**config.mk**
```make
export PLATFORM = sky130hd
export DESIGN_NAME = pch_cfg_regs
export DESIGN_NICKNAME = d
export VERILOG_FILES = /design/src/rtl/pch_pkg.sv /design/src/rtl/pch_base_cmp.sv /design/src/rtl/pch_lat_timer.sv /design/src/rtl/pch_cfg_regs.sv
export SDC_FILE = /design/constraint.sdc
export NUM_CORES = 1
export LEC_CHECK = 0
export BUFFER_PORTS_ARGS = -buffer_cell sky130_fd_sc_hd__buf_2
export CAP_MARGIN = 20
export CORE_ASPECT_RATIO = 1.25
export CORE_UTILIZATION = 55
export DETAILED_ROUTE_END_ITERATION = 7
export GPL_ROUTABILITY_DRIVEN = 0
export GPL_TIMING_DRIVEN = 1
export HOLD_SLACK_MARGIN = 0.05
export MAX_ROUTING_LAYER = met4
export PLACE_DENSITY = 0.79
export SLEW_MARGIN = 40
export SYNTH_ARGS = -nofsm -noshare
export SYNTH_HDL_FRONTEND = slang
export SYNTH_SLANG_ARGS = --single-unit
```
**constraint.sdc**
```tcl
create_clock -name CLOCK -period 4.4 [get_ports CLOCK]
set_input_delay 0.88 -clock CLOCK [delete_from_list [all_inputs] [get_ports CLOCK]]
set_output_delay 0.88 -clock CLOCK [all_outputs]
set_load 0.01 [all_outputs]
```
**src/rtl/pch_pkg.sv**
```systemverilog
// Package: offsets, layouts and constants of the configuration header block
package pch_pkg;

  localparam logic [7:0]  OFS_CLASS_REV   = 8'h08;
  localparam logic [7:0]  OFS_MISC        = 8'h0c;
  localparam logic [7:0]  OFS_IO_BASE     = 8'h10;
  localparam logic [7:0]  OFS_MEM_BASE    = 8'h14;
  localparam logic [7:0]  OFS_SUBSYS      = 8'h2c;
  localparam logic [7:0]  OFS_ROM_BASE    = 8'h30;
  localparam logic [7:0]  OFS_CAP_PTR     = 8'h34;
  localparam logic [7:0]  OFS_COMMAND     = 8'h04;

  localparam logic [23:0] CLASS_CODE      = 24'h020000;
  localparam logic [7:0]  SELF_TEST_VAL   = 8'h00;
  localparam logic [7:0]  HDR_SINGLE      = 8'h00;
  localparam logic [7:0]  HDR_MULTI       = 8'h80;
  localparam logic [7:0]  CACHE_LINE_VAL  = 8'h00;
  localparam logic [7:0]  CAP_PTR_VAL     = 8'h50;
  localparam int          BASE_LSB        = 7;
  localparam int          ROM_LSB         = 18;
  localparam logic [7:0]  LAT_RESET       = 8'h00;
  localparam logic [2:0]  CMD_RESET       = 3'h7;
  localparam int          CMD_MEM_BIT     = 1;

  // Config access request
  typedef struct packed {
    logic        rd;
    logic        wr;
    logic [7:0]  ofs;
    logic [31:0] wdata;
    logic [3:0]  be;
  } pch_cfg_req_s;

  // Address phase from the target decoder
  typedef struct packed {
    logic        valid;
    logic        is_io;
    logic        is_mem;
    logic [31:0] addr;
  } pch_addr_s;

  typedef enum logic [1:0] {
    MST_IDLE = 2'b00,
    MST_RUN  = 2'b01,
    MST_END  = 2'b10
  } pch_mst_e;

endpackage : pch_pkg

```
**src/rtl/pch_base_cmp.sv**
```systemverilog
`timescale 1ns/1ps
// Module: compares an address against a base field
module pch_base_cmp
  import pch_pkg::*;
#(
  parameter int LSB = 7
) (
  // Compare inputs
  input  wire logic [31:0] addr,
  input  wire logic [31:0] base,
  input  wire logic        enable,
  // Result
  output logic             hit
);

  initial begin
    if (LSB < 1 || LSB > 31) $error("pch_base_cmp: bad LSB");
  end

  assign hit = enable && (addr[31:LSB] == base[31:LSB]);

endmodule : pch_base_cmp

```
**src/rtl/pch_lat_timer.sv**
```systemverilog
`timescale 1ns/1ps
// Module: master latency down-counter and tenure end decision
module pch_lat_timer
  import pch_pkg::*;
#(
  parameter int W = 8
) (
  // Clock and reset
  input  wire logic         clk,
  input  wire logic         rst,
  // Bus master events
  input  wire logic         frame_start,
  input  wire logic         frame_end,
  input  wire logic         gnt,
  input  wire logic [W-1:0] lat_value,
  // Result
  output logic              must_end,
  output logic              expired
);

  typedef struct packed {
    pch_mst_e       st;
    logic [W-1:0]   cnt;
  } pch_lat_state_s;

  pch_lat_state_s s_q, s_d;

  initial begin
    if (W < 1) $error("pch_lat_timer: bad width");
  end

  always_comb begin
    s_d = s_q;
    unique case (s_q.st)
      MST_IDLE: begin
        if (frame_start) begin
          s_d.cnt = lat_value;
          s_d.st  = MST_RUN;
        end
      end
      MST_RUN: begin
        if (frame_end) begin
          s_d.st = MST_IDLE;
        end else begin
          if (s_q.cnt != '0) s_d.cnt = s_q.cnt - 1'b1;
          if (s_q.cnt == '0 && !gnt) s_d.st = MST_END;
        end
      end
      MST_END: begin
        if (frame_end) s_d.st = MST_IDLE;
      end
      default: s_d.st = MST_IDLE;
    endcase
  end

  always_ff @(posedge clk) begin
    if (rst) begin
      s_q.st  <= MST_IDLE;
      s_q.cnt <= '0;
    end else begin
      s_q <= s_d;
    end
  end

  assign expired  = (s_q.st != MST_IDLE) && (s_q.cnt == '0);
  // Ends when counter expired and grant removed, whichever came last
  assign must_end = (s_q.st == MST_END) ||
                    ((s_q.st == MST_RUN) && (s_q.cnt == '0) && !gnt);

endmodule : pch_lat_timer

```
**src/rtl/pch_cfg_regs.sv**
```systemverilog
`timescale 1ns/1ps
// Module: configuration header registers 04h..34h with decode
// Summary of operation
// - Class code bits 31:8 read 020000h, writes ignored.
// - Revision major in 7:4, minor in 3:0, read only.
// - Self-test byte reads zero.
// - Header type reads 00h, or 80h with multi-function strap high.
// - Latency value loads down-counter at own FRAME start, decrements per clock.
// - Counter expired with grant held: end as soon as grant removed.
// - Grant removed with counter nonzero: continue until counter expires.
// - Cache line size reads zero, ignores writes.
// - I/O base 31:7 compared with AD 31:7 on I/O commands; claim on match when command bit 0 set.
// - I/O base bits 6:1 read zero, bit 0 reads one.
// - Memory base 31:7 compared on memory commands; claim on match.
// - Memory base bits 6:1 and bit 0 read zero.
// - Subsystem ID 31:16 from EEPROM word 1.
// - Subsystem vendor ID 15:0 from EEPROM word 0.
// - ROM base 31:18 writable, 17:10 forced zero, 9:1 read zero.
// - ROM decode only when ROM enable and memory-space enable set.
// - Capability pointer reads 50h, upper bits zero.
// - Capability pointer low two bits always zero.
// - Command bit 1 gates all memory responses; resets to one.
module pch_cfg_regs
  import pch_pkg::*;
#(
  parameter logic [3:0] REV_MAJOR = 4'h1, // Arbitrary value
  parameter logic [3:0] REV_MINOR = 4'h1, // Arbitrary value
  parameter int         LAT_W     = 8
) (
  // Clock and reset
  input  wire logic        CLOCK,
  input  wire logic        SYS_RST,
  // Configuration access
  input  wire logic        CFG_RD,
  input  wire logic        CFG_WR,
  input  wire logic [7:0]  CFG_OFS,
  input  wire logic [31:0] CFG_WDATA,
  input  wire logic [3:0]  CFG_BE,
  output logic [31:0]      CFG_RDATA,
  output logic             CFG_RVALID,
  // Straps and EEPROM words
  input  wire logic        MULTI_FUNC_STRAP,
  input  wire logic        EE_LOAD,
  input  wire logic [15:0] EE_WORD0,
  input  wire logic [15:0] EE_WORD1,
  // Address phase
  input  wire logic        ADDR_VALID,
  input  wire logic        ADDR_IS_IO,
  input  wire logic        ADDR_IS_MEM,
  input  wire logic [31:0] AD,
  output logic             IO_HIT,
  output logic             MEM_HIT,
  output logic             ROM_HIT,
  // Bus master tenure
  input  wire logic        MST_FRAME_START,
  input  wire logic        MST_FRAME_END,
  input  wire logic        GNT_ACTIVE,
  output logic             MST_MUST_END,
  output logic             LAT_EXPIRED
);

  initial begin
    if (LAT_W != 8) $error("pch_cfg_regs: latency field is 8 bits");
  end

  typedef struct packed {
    logic [2:0]  cmd;
    logic [7:0]  lat;
    logic [24:0] io_base;
    logic [24:0] mem_base;
    logic [13:0] rom_base;
    logic        rom_en;
    logic [31:0] subsys;
    logic        multi;
    logic [31:0] rdata;
    logic        rvalid;
  } pch_regs_s;

  pch_regs_s r_q, r_d;

  pch_cfg_req_s req;
  pch_addr_s    aph;
  logic [31:0]  io_word, mem_word, rom_word, rd_mux;
  logic         mem_en;

  assign req = '{rd: CFG_RD, wr: CFG_WR, ofs: CFG_OFS, wdata: CFG_WDATA, be: CFG_BE};
  assign aph = '{valid: ADDR_VALID, is_io: ADDR_IS_IO, is_mem: ADDR_IS_MEM, addr: AD};

  assign io_word  = {r_q.io_base, 6'h00, 1'b1};
  assign mem_word = {r_q.mem_base, 6'h00, 1'b0};
  assign rom_word = {r_q.rom_base, 8'h00, 9'h000, r_q.rom_en};
  assign mem_en   = r_q.cmd[CMD_MEM_BIT];

  always_comb begin
    unique case (req.ofs)
      OFS_COMMAND:   rd_mux = {29'h0, r_q.cmd};
      OFS_CLASS_REV: rd_mux = {CLASS_CODE, REV_MAJOR, REV_MINOR};
      OFS_MISC:      rd_mux = {SELF_TEST_VAL, (r_q.multi ? HDR_MULTI : HDR_SINGLE),
                               r_q.lat, CACHE_LINE_VAL};
      OFS_IO_BASE:   rd_mux = io_word;
      OFS_MEM_BASE:  rd_mux = mem_word;
      OFS_SUBSYS:    rd_mux = r_q.subsys;
      OFS_ROM_BASE:  rd_mux = rom_word;
      OFS_CAP_PTR:   rd_mux = {24'h000000, CAP_PTR_VAL[7:2], 2'b00};
      default:       rd_mux = 32'h00000000;
    endcase
  end

  always_comb begin
    r_d        = r_q;
    r_d.multi  = MULTI_FUNC_STRAP;
    r_d.rvalid = req.rd;
    if (req.rd) r_d.rdata = rd_mux;
    if (EE_LOAD) r_d.subsys = {EE_WORD1, EE_WORD0};
    if (req.wr) begin
      unique case (req.ofs)
        OFS_COMMAND: begin
          if (req.be[0]) r_d.cmd = req.wdata[2:0];
        end
        OFS_MISC: begin
          if (req.be[1]) r_d.lat = req.wdata[15:8];
        end
        OFS_IO_BASE: begin
          if (req.be[0]) r_d.io_base[0]     = req.wdata[7];
          if (req.be[1]) r_d.io_base[8:1]   = req.wdata[15:8];
          if (req.be[2]) r_d.io_base[16:9]  = req.wdata[23:16];
          if (req.be[3]) r_d.io_base[24:17] = req.wdata[31:24];
        end
        OFS_MEM_BASE: begin
          if (req.be[0]) r_d.mem_base[0]     = req.wdata[7];
          if (req.be[1]) r_d.mem_base[8:1]   = req.wdata[15:8];
          if (req.be[2]) r_d.mem_base[16:9]  = req.wdata[23:16];
          if (req.be[3]) r_d.mem_base[24:17] = req.wdata[31:24];
        end
        OFS_ROM_BASE: begin
          if (req.be[0]) r_d.rom_en          = req.wdata[0];
          if (req.be[2]) r_d.rom_base[5:0]   = req.wdata[23:18];
          if (req.be[3]) r_d.rom_base[13:6]  = req.wdata[31:24];
        end
        default: r_d.cmd = r_q.cmd;
      endcase
    end
  end

  always_ff @(posedge CLOCK) begin
    if (SYS_RST) begin
      r_q.cmd      <= CMD_RESET;
      r_q.lat      <= LAT_RESET;
      r_q.io_base  <= '0;
      r_q.mem_base <= '0;
      r_q.rom_base <= '0;
      r_q.rom_en   <= 1'b0;
      r_q.subsys   <= '0;
      r_q.multi    <= 1'b0;
      r_q.rdata    <= '0;
      r_q.rvalid   <= 1'b0;
    end else begin
      r_q <= r_d;
    end
  end

  assign CFG_RDATA  = r_q.rdata;
  assign CFG_RVALID = r_q.rvalid;

  logic io_cmp, mem_cmp, rom_cmp;

  pch_base_cmp #(.LSB(BASE_LSB)) u_io_cmp (
    .addr   (aph.addr),
    .base   (io_word),
    .enable (aph.valid && aph.is_io && r_q.cmd[0]),
    .hit    (io_cmp)
  );

  pch_base_cmp #(.LSB(BASE_LSB)) u_mem_cmp (
    .addr   (aph.addr),
    .base   (mem_word),
    .enable (aph.valid && aph.is_mem && mem_en),
    .hit    (mem_cmp)
  );

  pch_base_cmp #(.LSB(ROM_LSB)) u_rom_cmp (
    .addr   (aph.addr),
    .base   (rom_word),
    .enable (aph.valid && aph.is_mem && mem_en && r_q.rom_en),
    .hit    (rom_cmp)
  );

  assign IO_HIT  = io_cmp;
  assign MEM_HIT = mem_cmp;
  assign ROM_HIT = rom_cmp;

  pch_lat_timer #(.W(LAT_W)) u_lat (
    .clk         (CLOCK),
    .rst         (SYS_RST),
    .frame_start (MST_FRAME_START),
    .frame_end   (MST_FRAME_END),
    .gnt         (GNT_ACTIVE),
    .lat_value   (r_q.lat),
    .must_end    (MST_MUST_END),
    .expired     (LAT_EXPIRED)
  );

endmodule : pch_cfg_regs

```
Yosys cells after proc, flatten, opt, wreduce, memory -nomap -nowiden. Cells that the tools add are included.

Bits in registers: 152. Bits in latches: 0. Bits in writable memories: 0. Memory bits (read-only): 0. Logic and storage cells: 82. Memories: 0.

Add/subtract/negate cells: 1. Multiply operators: 0. Divide/modulo/power cells: 0. $lt $le $gt $ge: 0. Equality and inequality tests: 18. Shift operators: 0. Muxes and demuxes: 10. Bitwise logic cells: 0. Reductions and logical operators: 34.

Operators by type and width (number): 32-bit one-hot mux with 8 select lines (1); 25-bit equality test (2); 3-bit AND reduction (14); 8-bit by 6-bit equality test with 1-bit output (second input constant) (3); 8-bit 2-to-1 mux (3); 8-bit by 4-bit equality test with 1-bit output (second input constant) (2); 8-bit by 5-bit equality test with 1-bit output (second input constant) (2); 8-bit one-hot mux with 2 select lines (1); 14-bit equality test (1); 1-bit logical AND (12); 10-bit 2-to-1 mux (1); 8-bit by 3-bit equality test with 1-bit output (second input constant) (1); 8-bit zero test (1); 8-bit nonzero test (1); 8-bit by 1-bit subtractor with 8-bit output (second input constant) (1); 2-bit 2-to-1 mux (3); 2-bit inequality test (second input constant) (3); 2-bit one-hot mux with 3 select lines (1); 4-bit AND reduction (1); 2-bit nonzero test (2); 3-bit by 2-bit inequality test with 1-bit output (second input constant) (1); 2-bit by 1-bit equality test with 1-bit output (second input constant) (1); 2-bit equality test (second input constant) (1); 2-bit zero test (1); 3 further kinds (3).

Longest topological paths before layout.
Depth after elaboration: 5. Depth in mapped cells: 8.

Hierarchy. Synthesis repeated with hierarchy kept, for this count alone.

Cell total of the unflattened synthesis: 813. Area, all modules: 7706.1 sq um.

By module, submodules not included: pch_cfg_regs (instances 1, cells an instance 645, area each 6317.3 sq um); pch_lat_timer (instances 1, cells an instance 81, area each 671.9 sq um); pch_base_cmp at u_io_cmp ... (instances 2, cells an instance 34, area each 279.0 sq um); pch_base_cmp at u_rom_cmp (instances 1, cells an instance 19, area each 158.9 sq um).

Worst setup path before layout. No wires, ideal clock.

Kind: input to output. From: input port AD[18]. To: output port IO_HIT. Arrival time: 1.954 ns. Data required time: 3.520 ns. Path slack: 1.566 ns. Stages: 4. Path buffers: 0. Path through: xnor2_1 > nand4_1 > or4_1 > nor4_1.

Longest elaborated chain between the ends: 2.

RTL lines: from (decl) (RTL line pch_cfg_regs.sv:50) `input wire logic [31:0] AD,`; 25-bit equality test (RTL line pch_base_cmp.sv:20) `assign hit = enable && (addr[31:LSB] == base[31:LSB]);`; 1-bit logical AND (RTL line pch_base_cmp.sv:20); to (decl) (RTL line pch_cfg_regs.sv:51) `output logic IO_HIT,`.

No other way between the ends.

Final worst setup path.
From: input port AD[13]. To: output port IO_HIT.

The elaborated chain is that of the path after synthesis.

==> metrics.log <==
INFO  metric most-common-layout-cells = dfxtp_1 (152), buf_2 (144), nor2_1 (136), mux2i_1 (106), xnor2_1 (54)
INFO  metric detail_route.vias_per_cell = 5.85
INFO  metric core = 0.0132 sq mm
INFO  metric cp_data_arrival_time = 2500 ps
INFO  metric synth_cells = 797
INFO  metric power-per-cell-area = 374 mW/mm^2
INFO  metric die_w = 106 um
INFO  metric p_leak = 0.00355 uW
INFO  metric antennaDiodeCount = 0
INFO  metric cp.required = 3520 ps
INFO  metric starting_utilization_of_the_core_area = 56.4%
INFO  metric timing_hold_violations_final = 0
INFO  metric drv.max_cap_violation_count = 0
INFO  metric timing.slew.headroom = 47.0%
INFO  metric number_of_synthesized_flops_with_an_enable_pin = 0
INFO  metric gr_util_all_layers = 30.8%
INFO  metric hpwlAfterDp = 15,100 um
INFO  metric groute.layer.met1.usage = 35.3%
INFO  metric syn2layout_area_growth = 15.9%
INFO  metric layout-drive-gt1-share = 23.5%
INFO  metric critPathCaptureType = output port
INFO  metric rr_worst_depth = 5
INFO  metric min-delay-path-class = reg -> reg
INFO  metric holdBufCountCts = 0
INFO  metric floorplan.die_area = 0.0141 sq mm
INFO  metric regToRegEndpoint = u_lat.s_q[5]
INFO  metric grt_start_max_net_pins = 67
INFO  metric tightestPinTransition = 791 ps
INFO  metric clock_period_minus_final_worst_setup_slack = 3380 ps
INFO  metric globalRouteOverflowTotal = 0
INFO  metric timing.hold.worst_path_depth = 2
INFO  metric core.rowCount = 47
INFO  metric critPathLaunchType = primary input
INFO  metric final_cell_area = 0.00866 sq mm
INFO  metric yosys_warnings = 0
INFO  metric drt-initial-drc-count = 489
INFO  metric grt_most_used_layer = met2
INFO  metric unrepaired_setup_endpoints_after_global_routing = false
INFO  metric postSynthNetCount = 919
INFO  metric vias = 6,303
INFO  metric postPlaceCellArea = 0.00803 sq mm
INFO  metric worstSetupPathType = in -> out
INFO  metric worst_ir_drop_vdd = 0.257 mV
INFO  metric cts.reportedPaths.clkPinSlew = 60 ps
INFO  metric cts-resized-gates = 0
INFO  metric ys_seq_elements = 152
INFO  metric utilization = 65.4%
INFO  metric design.final.nets = 1,016
INFO  metric ff2ff_setup_slack = 2210 ps
INFO  metric wire_length_of_the_first_global_routing_pass = 32,000 um
INFO  metric dr.pass1.iters = 6
INFO  metric final_routed_drc_violation_total = 0
INFO  metric totalPowerFinal = 3240 uW
INFO  metric post_drt_antenna_nets = 0
INFO  metric ys_seq_area_share = 40.7%
INFO  metric r2r-start = u_lat.s_q[3]
INFO  metric clk-insertion-delay-late = 440 ps
INFO  metric final.setup.tns = 0 ps
INFO  metric cts.path.max_buffers = 2
INFO  metric whs_endpoint = CFG_RDATA[24]
INFO  metric tritoncts_clock_tree = yes
INFO  metric drt_wl_total = 20,500 um
INFO  metric cts_num_sinks = 152
INFO  metric post-cts-setup-buffers = 0
INFO  metric layout.cells.most_common = dfxtp_1
INFO  metric grt_util_met3 = 5.64%
INFO  metric syn_avg_cell_area = 9.37 sq um
INFO  metric antenna_violations_before_repair = 0
INFO  metric grt_use_met2 = 52.3%
INFO  metric numPortBuffers = 146
INFO  metric dominantRegCellSynth = dfxtp_1
INFO  metric avgRoutedWirePerCell = 19.0 um
INFO  metric finClkSkew = 8.63 ps
INFO  metric h-tree-depth = 4
INFO  metric clock.fmax = 0.296 GHz
INFO  metric post-route-period-util = 76.8%
INFO  metric grt_pass1_vias = 6,071
INFO  metric worst-path-max-fanout = 2
INFO  metric async_reset_ff_share = 0%
INFO  metric design.portCount = 158
INFO  metric cts_buffers = 17
INFO  metric final_setup_fails = 0
INFO  metric chipHeight = 132 um
INFO  metric synth_unique_cells = 58
INFO  metric status = finished clean
INFO  metric timing_max_transition_violations_final = 0
INFO  metric mappedNetlistArea = 0.00747 sq mm
INFO  metric ctsRootBufferMaster = clkbuf_16
INFO  metric min_from = CFG_RDATA[24]
metrics by stage:
step / hold WS (ps) / setup slack, ps / instances
global placement: 432 / 996 / 1046
floorplan: 426 / 1570 / 797
detailed placement: 440 / 958 / 1046
global route: 462 / 940 / 1078
CTS: 450 / 1060 / 1078
finish: 444 / 1020 / 1078
registers in the layout, summed over array words and instances, names as in the netlist:
signal and cells:
mem_en 1, mem_word 25, r_q 58, CFG_RDATA 32, CFG_RVALID 1, io_word 25, u_lat.s_q 10
layer usage:
metal / wire (um) / vias to the layer above / part of all wire, %
met5: 0 / - / 0
met4: 666 / 0 / 3.2
met1: 8100 / 2992 / 40
met3: 1320 / 49 / 6.4
li1: - / 2991 / -
met2: 10400 / 271 / 51
kinds of logic after synthesis:
group / synth area share (%)
simple gates: 17.9
fa+ha+maj: 0.335
mux: 15.9
compound gates: 11.2
flops: 40.7
buf+inv: 6.48
xor+xnor: 7.51
worst max path at each step:
stage               cells after the start  startpoint           to  slack, ps
global route                            7      AD[27]      MEM_HIT        940
finish                                  6      AD[13]       IO_HIT       1020
floorplan                               4      AD[18]       IO_HIT       1570
CTS                                     6      AD[13]       IO_HIT       1060
detailed placement                      7  CFG_OFS[3]  io_word[17]        960
global placement                        7  CFG_OFS[3]  io_word[16]       1000
cells in the mapped netlist, types with 14 or more instances:
master    instances  area, sq um
a21oi_1          15         75.1
a222oi_1         15          150
buf_4            35          263
clkbuf_1         23         86.3
dfxtp_1         152         3040
mux2i_1         106         1060
nand2_1          30          113
nand4_1          16          100
nor2_1          136          510
nor2b_1          16          100
o21ai_1          14         70.1
xnor2_1          54          473
worst max-delay path: stages:
cell     delay, ps
buf_2          130
xnor2_1        240
nand4_1        140
or4_1          570
nor4_1         330
buf_2          210
where the power goes:
group          internal, uW  total [uW]  switching, uW
Combinational           108         265            157
Sequential             1400        1420           20.9
Clock                   950        1550            600
Total                  2460        3240            777
area by class of cell:
cell class                 count  area (sq um)
clock buffer                  17           425
clock inverter                15           201
sequential                   152          3040
timing repair buffer         154           796
multi-input combinational    560          3950
tap                          171           214
fill                        1106          4570
inverter                       9          33.8
Note: power is estimated with default switching activity, not from simulation.
